**config.mk**
```make
export PLATFORM = sky130hd
export DESIGN_NAME = usart_core
export DESIGN_NICKNAME = d
export VERILOG_FILES = /design/src/usart_pkg.sv /design/src/usart_core.sv
export SDC_FILE = /design/constraint.sdc
export NUM_CORES = 1
export LEC_CHECK = 0
export ABC_AREA = 1
export BUFFER_PORTS_ARGS = -buffer_cell sky130_fd_sc_hd__buf_4
export CORE_AREA = 2 2 161 84
export CTS_BUF_LIST = sky130_fd_sc_hd__clkbuf_4 sky130_fd_sc_hd__clkbuf_8 sky130_fd_sc_hd__clkbuf_16
export CTS_CLUSTER_DIAMETER = 80
export DETAILED_ROUTE_END_ITERATION = 12
export DIE_AREA = 0 0 163 86
export SYNTH_ARGS = -nofsm -noshare
export SYNTH_HDL_FRONTEND = slang
export SYNTH_SLANG_ARGS = --single-unit
export TNS_END_PERCENT = 100
```
**constraint.sdc**
```tcl
create_clock -name clk -period 1.95 [get_ports clk]
set_input_delay 0.0975 -clock clk [delete_from_list [all_inputs] [get_ports clk]]
set_output_delay 0.0975 -clock clk [all_outputs]
set_load 0.02 [all_outputs]
```
**src/usart_pkg.sv**
```systemverilog
// Package: register map, field positions, reset values and types for the serial core
package usart_pkg;

   // ------------------------------------------------------------
   // Register map
   // ------------------------------------------------------------
   localparam logic [7:0] ADDR_CTRL_STATUS = 8'hba;
   localparam logic [7:0] ADDR_RX_STATUS   = 8'hbb;
   localparam logic [7:0] ADDR_INT_CLK_SEL = 8'hbc;
   localparam logic [7:0] ADDR_TX_HOLD     = 8'hbd;
   localparam logic [7:0] ADDR_RX_HOLD     = 8'hbe;

   // ------------------------------------------------------------
   // Field positions
   // ------------------------------------------------------------
   localparam int BIT_PARITY_ENABLE   = 7;
   localparam int BIT_PARITY_SEL_HIGH = 6;
   localparam int BIT_PARITY_SEL_LOW  = 5;
   localparam int BIT_FRAME_LEN_HIGH  = 4;
   localparam int BIT_FRAME_LEN_LOW   = 3;
   localparam int BIT_ERROR_ANY       = 2;
   localparam int BIT_RX_FULL         = 1;
   localparam int BIT_TX_EMPTY        = 0;

   localparam int BIT_OVERRUN         = 7;
   localparam int BIT_FRAMING         = 6;
   localparam int BIT_PARITY_ERR      = 5;
   localparam int BIT_SPARE           = 4;
   localparam int BIT_RX_NINTH        = 3;
   localparam int BIT_ATTENTION       = 2;
   localparam int BIT_TX_ACTIVE       = 1;
   localparam int BIT_RX_BREAK        = 0;

   localparam int BIT_TWO_STOP        = 7;
   localparam int BIT_SHORT_STOP      = 6;
   localparam int BIT_TX_PIN_ENABLE   = 5;
   localparam int BIT_SYNC_MODE       = 4;
   localparam int BIT_RX_EXT_CLOCK    = 3;
   localparam int BIT_TX_EXT_CLOCK    = 2;
   localparam int BIT_RX_INT_ENABLE   = 1;
   localparam int BIT_TX_INT_ENABLE   = 0;

   // ------------------------------------------------------------
   // Reset values and counts
   // ------------------------------------------------------------
   localparam logic [7:0] RESET_CTRL     = 8'h00;
   localparam logic [7:0] RESET_RXSTAT   = 8'h00;
   localparam logic [7:0] RESET_INTCLK   = 8'h00;
   localparam logic       RESET_TX_EMPTY = 1'b1;
   localparam int         OVERSAMPLE     = 16;
   localparam logic [3:0] TICK_LAST      = 4'hf;
   localparam logic [3:0] TICK_HALF      = 4'h7;
   localparam logic [3:0] TICK_SHORT_END = 4'hd;
   localparam logic [1:0] FMT_EIGHT      = 2'h0;
   localparam logic [1:0] FMT_SEVEN      = 2'h1;
   localparam logic [1:0] FMT_NINE       = 2'h2;
   localparam logic [1:0] FMT_LOOP       = 2'h3;

   // ------------------------------------------------------------
   // Types
   // ------------------------------------------------------------
   typedef struct packed {
      logic [7:0] addr;
      logic [7:0] wdata;
      logic       wr;
      logic       rd;
   } reg_req_t;

   typedef struct packed {
      logic serial_in_pin;
      logic ext_clock_pin;
   } line_in_t;

   typedef struct packed {
      logic serial_out_pin;
      logic serial_out_oe;
      logic tx_irq;
      logic rx_irq;
   } line_out_t;

   typedef enum logic [2:0] {TX_IDLE, TX_START, TX_DATA, TX_PAR, TX_STOP} tx_state_t;
   typedef enum logic [2:0] {RX_IDLE, RX_START, RX_DATA, RX_PAR, RX_STOP} rx_state_t;

endpackage

```
**src/usart_core.sv**
```systemverilog
// Asynchronous serial transceiver core with its three control and status registers
//
// Strobed register access was left to the implementer.
`timescale 1ns/1ps
module usart_core
   import usart_pkg::*;
(
   input  wire logic             clk,
   input  wire logic             rstn,
   input  wire usart_pkg::reg_req_t req,
   output logic [7:0]            rdata,
   input  wire logic             baud_tick16,
   input  wire usart_pkg::line_in_t  line_in,
   output usart_pkg::line_out_t  line_out,
   output logic                  sync_mode
);
   import usart_pkg::*;

   // ------------------------------------------------------------
   // Registers
   // ------------------------------------------------------------
   logic [7:0] ctrl;
   logic [7:0] intclk;
   logic       spare;
   logic       attention_enable;
   logic       tx_empty_flag;
   logic       rx_full_flag;
   logic       overrun_flag;
   logic       framing_flag;
   logic       parity_err_flag;
   logic       rx_ninth_bit;
   logic       rx_break_status;
   logic       tx_active;
   logic [7:0] tx_holding_reg;
   logic [7:0] rx_holding_reg;

   logic [1:0] fmt;
   logic       nine_bit;
   logic       par_on;
   logic [3:0] data_bits;
   assign fmt       = {ctrl[BIT_FRAME_LEN_HIGH], ctrl[BIT_FRAME_LEN_LOW]};
   assign nine_bit  = fmt[1];
   assign par_on    = ctrl[BIT_PARITY_ENABLE] && !nine_bit;
   assign data_bits = (fmt == FMT_SEVEN) ? 4'h7 : (nine_bit ? 4'h9 : 4'h8);
   assign sync_mode = intclk[BIT_SYNC_MODE];

   // Parity of a data word under the current select bits
   function automatic logic parity_of(input logic [8:0] d, input logic [1:0] sel);
      logic x;
      x = ^d;
      case (sel)
         2'h0:    parity_of = ~x;
         2'h1:    parity_of = x;
         2'h2:    parity_of = 1'b1;
         default: parity_of = 1'b0;
      endcase
   endfunction

   logic [1:0] par_sel;
   assign par_sel = {ctrl[BIT_PARITY_SEL_HIGH], ctrl[BIT_PARITY_SEL_LOW]};

   // ------------------------------------------------------------
   // Pin synchronisers and clock select
   // ------------------------------------------------------------
   logic [1:0] rx_sync;
   logic [2:0] ck_sync;
   always_ff @(posedge clk or negedge rstn) begin
      if (!rstn) begin
         rx_sync <= 2'h3;
         ck_sync <= 3'h0;
      end else begin
         rx_sync <= {rx_sync[0], line_in.serial_in_pin};
         ck_sync <= {ck_sync[1:0], line_in.ext_clock_pin};
      end
   end

   logic ext_tick;
   logic tx_tick;
   logic rx_tick;
   assign ext_tick = ck_sync[1] && !ck_sync[2];
   assign tx_tick  = intclk[BIT_TX_EXT_CLOCK] ? ext_tick : baud_tick16;
   assign rx_tick  = intclk[BIT_RX_EXT_CLOCK] ? ext_tick : baud_tick16;

   logic tx_line;
   logic rx_line;
   assign rx_line = (fmt == FMT_LOOP) ? tx_line : rx_sync[1];

   // ------------------------------------------------------------
   // Register access
   // ------------------------------------------------------------
   logic wr_ctrl;
   logic wr_rxstat;
   logic wr_intclk;
   logic wr_txbuf;
   logic rd_rxstat;
   logic rd_rxbuf;
   assign wr_ctrl   = req.wr && req.addr == ADDR_CTRL_STATUS;
   assign wr_rxstat = req.wr && req.addr == ADDR_RX_STATUS;
   assign wr_intclk = req.wr && req.addr == ADDR_INT_CLK_SEL;
   assign wr_txbuf  = req.wr && req.addr == ADDR_TX_HOLD;
   assign rd_rxstat = req.rd && req.addr == ADDR_RX_STATUS;
   assign rd_rxbuf  = req.rd && req.addr == ADDR_RX_HOLD;

   always_ff @(posedge clk or negedge rstn) begin
      if (!rstn) begin
         ctrl   <= RESET_CTRL;
         intclk <= RESET_INTCLK;
         spare  <= 1'b0;
      end else begin
         if (wr_ctrl) begin
            ctrl <= req.wdata;
         end
         if (wr_intclk) begin
            intclk <= req.wdata;
         end
         if (wr_rxstat) begin
            spare <= req.wdata[BIT_SPARE];
         end
      end
   end

   logic [7:0] ctrl_view;
   logic [7:0] rxstat_view;
   always_comb begin
      ctrl_view                = ctrl;
      ctrl_view[BIT_ERROR_ANY] = overrun_flag | framing_flag | parity_err_flag;
      ctrl_view[BIT_RX_FULL]   = rx_full_flag;
      ctrl_view[BIT_TX_EMPTY]  = tx_empty_flag;
      rxstat_view = {overrun_flag, framing_flag, parity_err_flag, spare,
                     rx_ninth_bit, attention_enable, tx_active, rx_break_status};
   end

   always_ff @(posedge clk or negedge rstn) begin
      if (!rstn) begin
         rdata <= 8'h00;
      end else if (req.rd) begin
         case (req.addr)
            ADDR_CTRL_STATUS: rdata <= ctrl_view;
            ADDR_RX_STATUS:   rdata <= rxstat_view;
            ADDR_INT_CLK_SEL: rdata <= intclk;
            ADDR_TX_HOLD:     rdata <= tx_holding_reg;
            ADDR_RX_HOLD:     rdata <= rx_holding_reg;
            default:          rdata <= 8'h00;
         endcase
      end else begin
         rdata <= 8'h00;
      end
   end

   // ------------------------------------------------------------
   // Transmitter
   // ------------------------------------------------------------
   tx_state_t  tx_state;
   logic [8:0] tx_shifter;
   logic [3:0] tx_tickcnt;
   logic [3:0] tx_bitcnt;
   logic       tx_par;
   logic       tx_load;
   logic       tx_bit_end;
   logic       tx_last_stop;
   logic       tx_stop_end;

   assign tx_bit_end   = tx_tick && tx_tickcnt == TICK_LAST;
   assign tx_last_stop = !intclk[BIT_TWO_STOP] || tx_bitcnt == 4'h1;
   assign tx_stop_end  = tx_tick && (tx_tickcnt == ((tx_last_stop && intclk[BIT_SHORT_STOP])
                         ? TICK_SHORT_END : TICK_LAST));
   assign tx_load      = !tx_empty_flag && !sync_mode &&
                         (tx_state == TX_IDLE || (tx_state == TX_STOP && tx_stop_end && tx_last_stop));

   always_ff @(posedge clk or negedge rstn) begin
      if (!rstn) begin
         tx_state   <= TX_IDLE;
         tx_shifter <= 9'h000;
         tx_tickcnt <= 4'h0;
         tx_bitcnt  <= 4'h0;
         tx_par     <= 1'b0;
         tx_line    <= 1'b1;
      end else if (tx_load) begin
         tx_state   <= TX_START;
         tx_shifter <= {ctrl[BIT_PARITY_SEL_LOW], tx_holding_reg};
         tx_par     <= parity_of({1'b0, tx_holding_reg & (fmt == FMT_SEVEN ? 8'h7f : 8'hff)}, par_sel);
         tx_tickcnt <= 4'h0;
         tx_bitcnt  <= 4'h0;
         tx_line    <= 1'b0;
      end else if (tx_tick) begin
         tx_tickcnt <= tx_tickcnt + 4'h1;
         case (tx_state)
            TX_START: if (tx_bit_end) begin
               tx_state <= TX_DATA;
               tx_line  <= tx_shifter[0];
            end
            TX_DATA: if (tx_bit_end) begin
               tx_shifter <= {1'b0, tx_shifter[8:1]};
               tx_bitcnt  <= tx_bitcnt + 4'h1;
               if (tx_bitcnt + 4'h1 == data_bits) begin
                  tx_bitcnt <= 4'h0;
                  tx_state  <= par_on ? TX_PAR : TX_STOP;
                  tx_line   <= par_on ? tx_par : 1'b1;
               end else begin
                  tx_line <= tx_shifter[1];
               end
            end
            TX_PAR: if (tx_bit_end) begin
               tx_state <= TX_STOP;
               tx_line  <= 1'b1;
            end
            TX_STOP: if (tx_stop_end) begin
               tx_tickcnt <= 4'h0;
               tx_bitcnt  <= tx_bitcnt + 4'h1;
               if (tx_last_stop) begin
                  tx_state <= TX_IDLE;
               end
            end
            default: tx_tickcnt <= 4'h0;
         endcase
      end
   end

   always_ff @(posedge clk or negedge rstn) begin
      if (!rstn) begin
         tx_empty_flag  <= RESET_TX_EMPTY;
         tx_holding_reg <= 8'h00;
         tx_active      <= 1'b0;
      end else begin
         if (wr_txbuf) begin
            tx_holding_reg <= req.wdata;
            tx_empty_flag  <= 1'b0;
         end
         // Load beats a same-cycle write; software must wait for empty
         if (tx_load) begin
            tx_empty_flag <= 1'b1;
         end
         tx_active <= tx_load || (tx_state != TX_IDLE &&
                      !(tx_state == TX_STOP && tx_stop_end && tx_last_stop));
      end
   end

   // ------------------------------------------------------------
   // Receiver
   // ------------------------------------------------------------
   rx_state_t  rx_state;
   logic [8:0] rx_shifter;
   logic [3:0] rx_tickcnt;
   logic [3:0] rx_bitcnt;
   logic       rx_par;
   logic       rx_mid;
   logic       rx_done;
   logic       rx_fe;
   logic       rx_pe;
   logic [8:0] rx_word;

   assign rx_mid  = rx_tick && rx_tickcnt == TICK_LAST;
   assign rx_done = rx_mid && rx_state == RX_STOP;
   assign rx_fe   = rx_done && !rx_line;
   assign rx_word = (fmt == FMT_SEVEN) ? {2'h0, rx_shifter[8:2]} :
                    nine_bit ? rx_shifter : {1'b0, rx_shifter[8:1]};
   assign rx_pe   = rx_done && par_on && (rx_par != parity_of({1'b0, rx_word[7:0]}, par_sel));

   always_ff @(posedge clk or negedge rstn) begin
      if (!rstn) begin
         rx_state   <= RX_IDLE;
         rx_shifter <= 9'h000;
         rx_tickcnt <= 4'h0;
         rx_bitcnt  <= 4'h0;
         rx_par     <= 1'b0;
      end else if (rx_tick && !sync_mode) begin
         rx_tickcnt <= rx_tickcnt + 4'h1;
         case (rx_state)
            RX_IDLE: begin
               rx_tickcnt <= 4'h0;
               if (!rx_line && !rx_break_status) begin
                  rx_state <= RX_START;
               end
            end
            RX_START: if (rx_tickcnt == TICK_HALF) begin
               rx_tickcnt <= 4'h0;
               rx_state   <= rx_line ? RX_IDLE : RX_DATA;
            end
            RX_DATA: if (rx_mid) begin
               rx_shifter <= {rx_line, rx_shifter[8:1]};
               rx_bitcnt  <= rx_bitcnt + 4'h1;
               if (rx_bitcnt + 4'h1 == data_bits) begin
                  rx_bitcnt <= 4'h0;
                  rx_state  <= par_on ? RX_PAR : RX_STOP;
               end
            end
            RX_PAR: if (rx_mid) begin
               rx_par   <= rx_line;
               rx_state <= RX_STOP;
            end
            RX_STOP: if (rx_mid) begin
               rx_state <= RX_IDLE;
            end
            default: rx_state <= RX_IDLE;
         endcase
      end
   end

   // Hardware set wins over a same-cycle read clear
   always_ff @(posedge clk or negedge rstn) begin
      if (!rstn) begin
         rx_holding_reg   <= 8'h00;
         rx_full_flag     <= 1'b0;
         overrun_flag     <= 1'b0;
         framing_flag     <= 1'b0;
         parity_err_flag  <= 1'b0;
         rx_ninth_bit     <= 1'b0;
         attention_enable <= 1'b0;
         rx_break_status  <= 1'b0;
      end else begin
         if (rd_rxbuf) begin
            rx_full_flag <= 1'b0;
         end
         if (rd_rxstat) begin
            overrun_flag    <= 1'b0;
            framing_flag    <= 1'b0;
            parity_err_flag <= 1'b0;
         end
         if (wr_rxstat) begin
            attention_enable <= req.wdata[BIT_ATTENTION];
         end
         if (rx_done) begin
            rx_holding_reg <= rx_word[7:0];
            rx_full_flag   <= 1'b1;
            if (nine_bit) begin
               rx_ninth_bit <= rx_word[8];
               if (rx_word[8]) begin
                  attention_enable <= 1'b0;
               end
            end
            if (rx_full_flag && !rd_rxbuf) begin
               overrun_flag <= 1'b1;
            end
         end
         if (rx_fe) begin
            framing_flag    <= 1'b1;
            rx_break_status <= 1'b1;
         end else if (rx_line) begin
            rx_break_status <= 1'b0;
         end
         if (rx_pe) begin
            parity_err_flag <= 1'b1;
         end
      end
   end

   // ------------------------------------------------------------
   // Pin and interrupt outputs
   // ------------------------------------------------------------
   // Pin released when disabled so port logic can hold it low for a break
   always_comb begin
      line_out.serial_out_pin = tx_line;
      line_out.serial_out_oe  = intclk[BIT_TX_PIN_ENABLE];
      line_out.tx_irq = tx_empty_flag && intclk[BIT_TX_INT_ENABLE];
      line_out.rx_irq = rx_full_flag && intclk[BIT_RX_INT_ENABLE];
   end

endmodule

```
==> metrics list <==
* Result of the run: complete, no violations
- The most common cell in the synthesized netlist is nand2_1.
* Final setup skew: ~4.3 ps
* Overall routed net length: about 13000 µm
- Counting flops and latches in the post-synthesis netlist gives 95.
- Setup violations remaining at the end of the flow were counted as 0.
* TritonCTS clock tree: built
* Total chip power: ~5.9 mW
- In this run the deepest clock path goes through 2 buffers.
- Of the cells placed in the final design, the portion with a size suffix greater than 1 is about a fifth.
- At the end of the flow, the number of nets in the layout was 762.
* Fmax: approximately 540 MHz
- Setup repair after global routing could not meet its margin everywhere.
* Antenna violations before repair: 0
- Number of optimization iterations in the first detailed-route pass: 5
* Die area: 14000 µm²
- Reg2reg path depth: 14
- Clock buffers created by TritonCTS: 9
- Dividing the final minimum period by the clock period gives 94.4%.
* Floorplan Core Area: 12500 µm²
* Worst Tran Pin Value: 524 ps
- At the worst endpoint, the arrival time is 2080 ps.
- Total overflow reported by the global router: 0
- Measured against its own limit, the worst slew margin works out to 65.0%.
* HPWL Detailed: slightly below 10000 µm
* Remaining DRCs: 0
- Largest area contributor in the netlist: dfrtp_1
* Category of cells accounting for the largest share of critical-path delay: simple AND/OR/NAND/NOR gates
- Class of the tightest hold or removal check: in2reg
* List of most frequent post-synthesis cells: nand2_1 (199), dfrtp_1 (91), inv_1 (83), o21ai_0 (67), nand3_1 (52)
- In the synthesized netlist the dominant register cell turns out to be dfrtp_1.
- Combined buffer and inverter count along the critical path: 3
- Walking the worst path, the cells encountered are buf_4, buf_4, nand3_1, nand3_2, nand2_1, inv_1, nor2_1, nand2_1, nand2_1, nand2_1, nand3_1, nand3_1, nand3_1, nand2_1.
* Synthesized area: 4990 µm²
- H-tree depth: 3
- Instance count after placement with tap cells included: 872
- Routed wirelength normalized by instance count: 14.6 µm
- Crit path time final: 1840 ps
- The total count of max-transition violations in the final report is 0.
- Warnings from Yosys: 0
* Later-pin clock latency in the skew report: about 340 ps
* Post-Route Utilization: 50.0%
* Stage delay of the slowest cell on the critical path: 410 ps
- Number of inserted diodes: 0
- The area growth from synthesis to layout is 25.4%.
- Of the post-synthesis cell area, the dominant cell type holds 45.7%.
- Highest net fanout along the worst path: 7
- Largest registers: rx_shifter x9, tx_shifter x9
- Via density per instance: 5.01
- Crit-path slowest cell: dfrtp_1
- Most common cell on crit path: nand2_1
- The first global-routing pass estimated ~21000 µm of wire.
- Required time at the endpoint of the critical path: 2190 ps
- Synthesis produced a netlist with a net count of 679.
* Crit start category: flip-flop
* Type of destination of the critical path: flip-flop
* Post-synthesis cell type count: 38
* Critical Path Source: ctrl[3]$_DFFE_PN0P_
* Number of nets still failing antenna checks after routing: 0
* Number of enable-type register cells in the synthesized netlist: 0
- Gate count after technology mapping: 651
- Across every metal layer, demand over resource in global routing totals 19.6%.
* Clk slew on worst S/H paths: 70 ps
- Number of vias after detailed routing: 4552
- Die width: 163 µm
- Last element of the critical path: parity_err_flag$_DFFE_PN0P_
- Clock root buffer master: clkbuf_16
- Depth of the critical timing path with buffers and inverters included: 14
- Vias in the first global route: about 4300
- Fraction of registers with async set or reset after synthesis: 100%
* Share of the yosys chip area belonging to registers: 47.8%
- Clk sink count: 95
- The endpoint identified for the worst register-to-register timing path is parity_err_flag$_DFFE_PN0P_.
- The die is roughly 86 µm tall.
- Across the run, the number of max-cap violations was 0.
* Maximum VDD drop: around 0.00044 V
- The average instance in the mapped netlist occupies about 7.7 µm².
* Number of cell rows: 29
- Largest net degree at the start of global routing: 48
- Setup slack on the worst reg-to-reg path comes out at about 110 ps.
* Number of buffers added on ports: 35
* Number of ports placed on the die boundary: 36
- After the flow finishes, the layout carries non-filler instances totaling 909.
* Static leakage: 3.16 nW
- First-iteration detailed-routing DRC count: between 200 and 300
* Top cells by area in the synthesized netlist: dfrtp_1 (46%), nand2_1 (15%), o21ai_0 (6.7%), inv_1 (6.2%), nand3_1 (5.2%)
- RePlAce Congestion: 0.859
- The critical path in this run is classified as reg2reg.
- Launch point of the worst reg-to-reg path: ctrl[3]$_DFFE_PN0P_
- Once the floorplan was initialized, standard cells occupied between 30% and 40% of the core.
- For this design the ratio of total power to cell area is 942 nW/µm².
* Number of hold-slack violations in the final timing report: 0
## tightest hold or removal path, cell delays in order
cell and delay, ps:
buf_4 110, inv_1 50, o21ai_0 80
## metal layers
metal,vias to the layer above,wire length [µm],global-route usage [%]
met3,9,681,4.11
li1,2279,-,-
met4,0,102,3.86
met1,2160,6420,28.2
met5,-,0,0
met2,104,6040,30.9
## worst min path at each step
stage / from / end / cells past startpoint
finish: req[2] / tx_holding_reg[0]$_DFFE_PN0P_ / 3
global placement: rstn / rx_shifter[6]$_DFFE_PN0P_ / 1
floorplan: rstn / attention_enable$_DFF_PN0_ / 0
CTS: req[2] / intclk[0]$_DFFE_PN0P_ / 3
detailed placement: rstn / rx_shifter[6]$_DFFE_PN0P_ / 1
global route: req[2] / intclk[0]$_DFFE_PN0P_ / 3
## stage by stage
step | area (µm²) | setup WS, ps | hold WS (ps) | setup TNS [ps]
finish | 6250 | 109 | 40.7 | 0
global route | 6250 | -35.8 | 40.0 | -152
CTS | 5950 | 5.36 | 25.7 | 0
detailed placement | 5640 | 12.5 | 84.7 | 0
global placement | 5640 | 30.8 | 82.0 | 0
floorplan | 4990 | 284 | -198 | 0
## report_power, final
part,switching (mW),internal [mW]
sequential,0.259,2.25
clock,0.758,0.912
combinational,0.993,0.717
## final cells by class
class                   instances  area, µm²
inverters                      86        327
repair buffers                 84        696
repair inverters                1       7.51
clock inverters                 5       33.8
multi-input cells             457       2350
clock buffers                  11        246
flip-flops and latches         95       2380
well taps                     170        213
fillers                      1240       6260
## cell usage in the layout, fill, tap and decap left out, types with 3 or more instances in the layout
master           n
nor3_1           5
buf_4           73
clkinvlp_4       4
o211ai_1         4
o22ai_1          4
nor2_1          35
a21oi_1         20
buf_6            4
nand4_1          3
a31oi_1          3
nand2_2          9
xor2_1           8
xnor2_1          8
dfstp_2          4
clkbuf_16       10
o21ai_2          6
dlygate4sd3_1    3
dfrtp_1         91
inv_2            6
ha_1             4
o21ai_0         66
a22o_1           4
nand3_2          8
a221oi_1         4
o21ai_1          8
nand3b_1         3
nand2_1        192
nand3_1         43
inv_1           78
## what timing repair did
| item | 4_1_cts | 5_1_grt |
|---|---|---|
| pin swaps | 0 | 15 |
| endpoints found under the hold margin | 29 | 0 |
| endpoints found under the setup margin | 1 | 34 |
| gates cloned | 0 | 3 |
| resized for setup | 1 | 42 |
| hold buffers | 3 | 0 |
| setup buffers | 0 | 15 |
## kinds of logic after synthesis
kind of cell	after synthesis	share of synthesized area, %
adder cells (fa/ha/maj)	5	1.25
flip-flops	95	47.8
AND/OR/NAND/NOR	308	25.8
AO/OA/AOI/OAI	126	14.2
buffers and inverters	100	7.98
XOR/XNOR	17	2.99
Note: power is estimated with default switching activity, not from simulation.
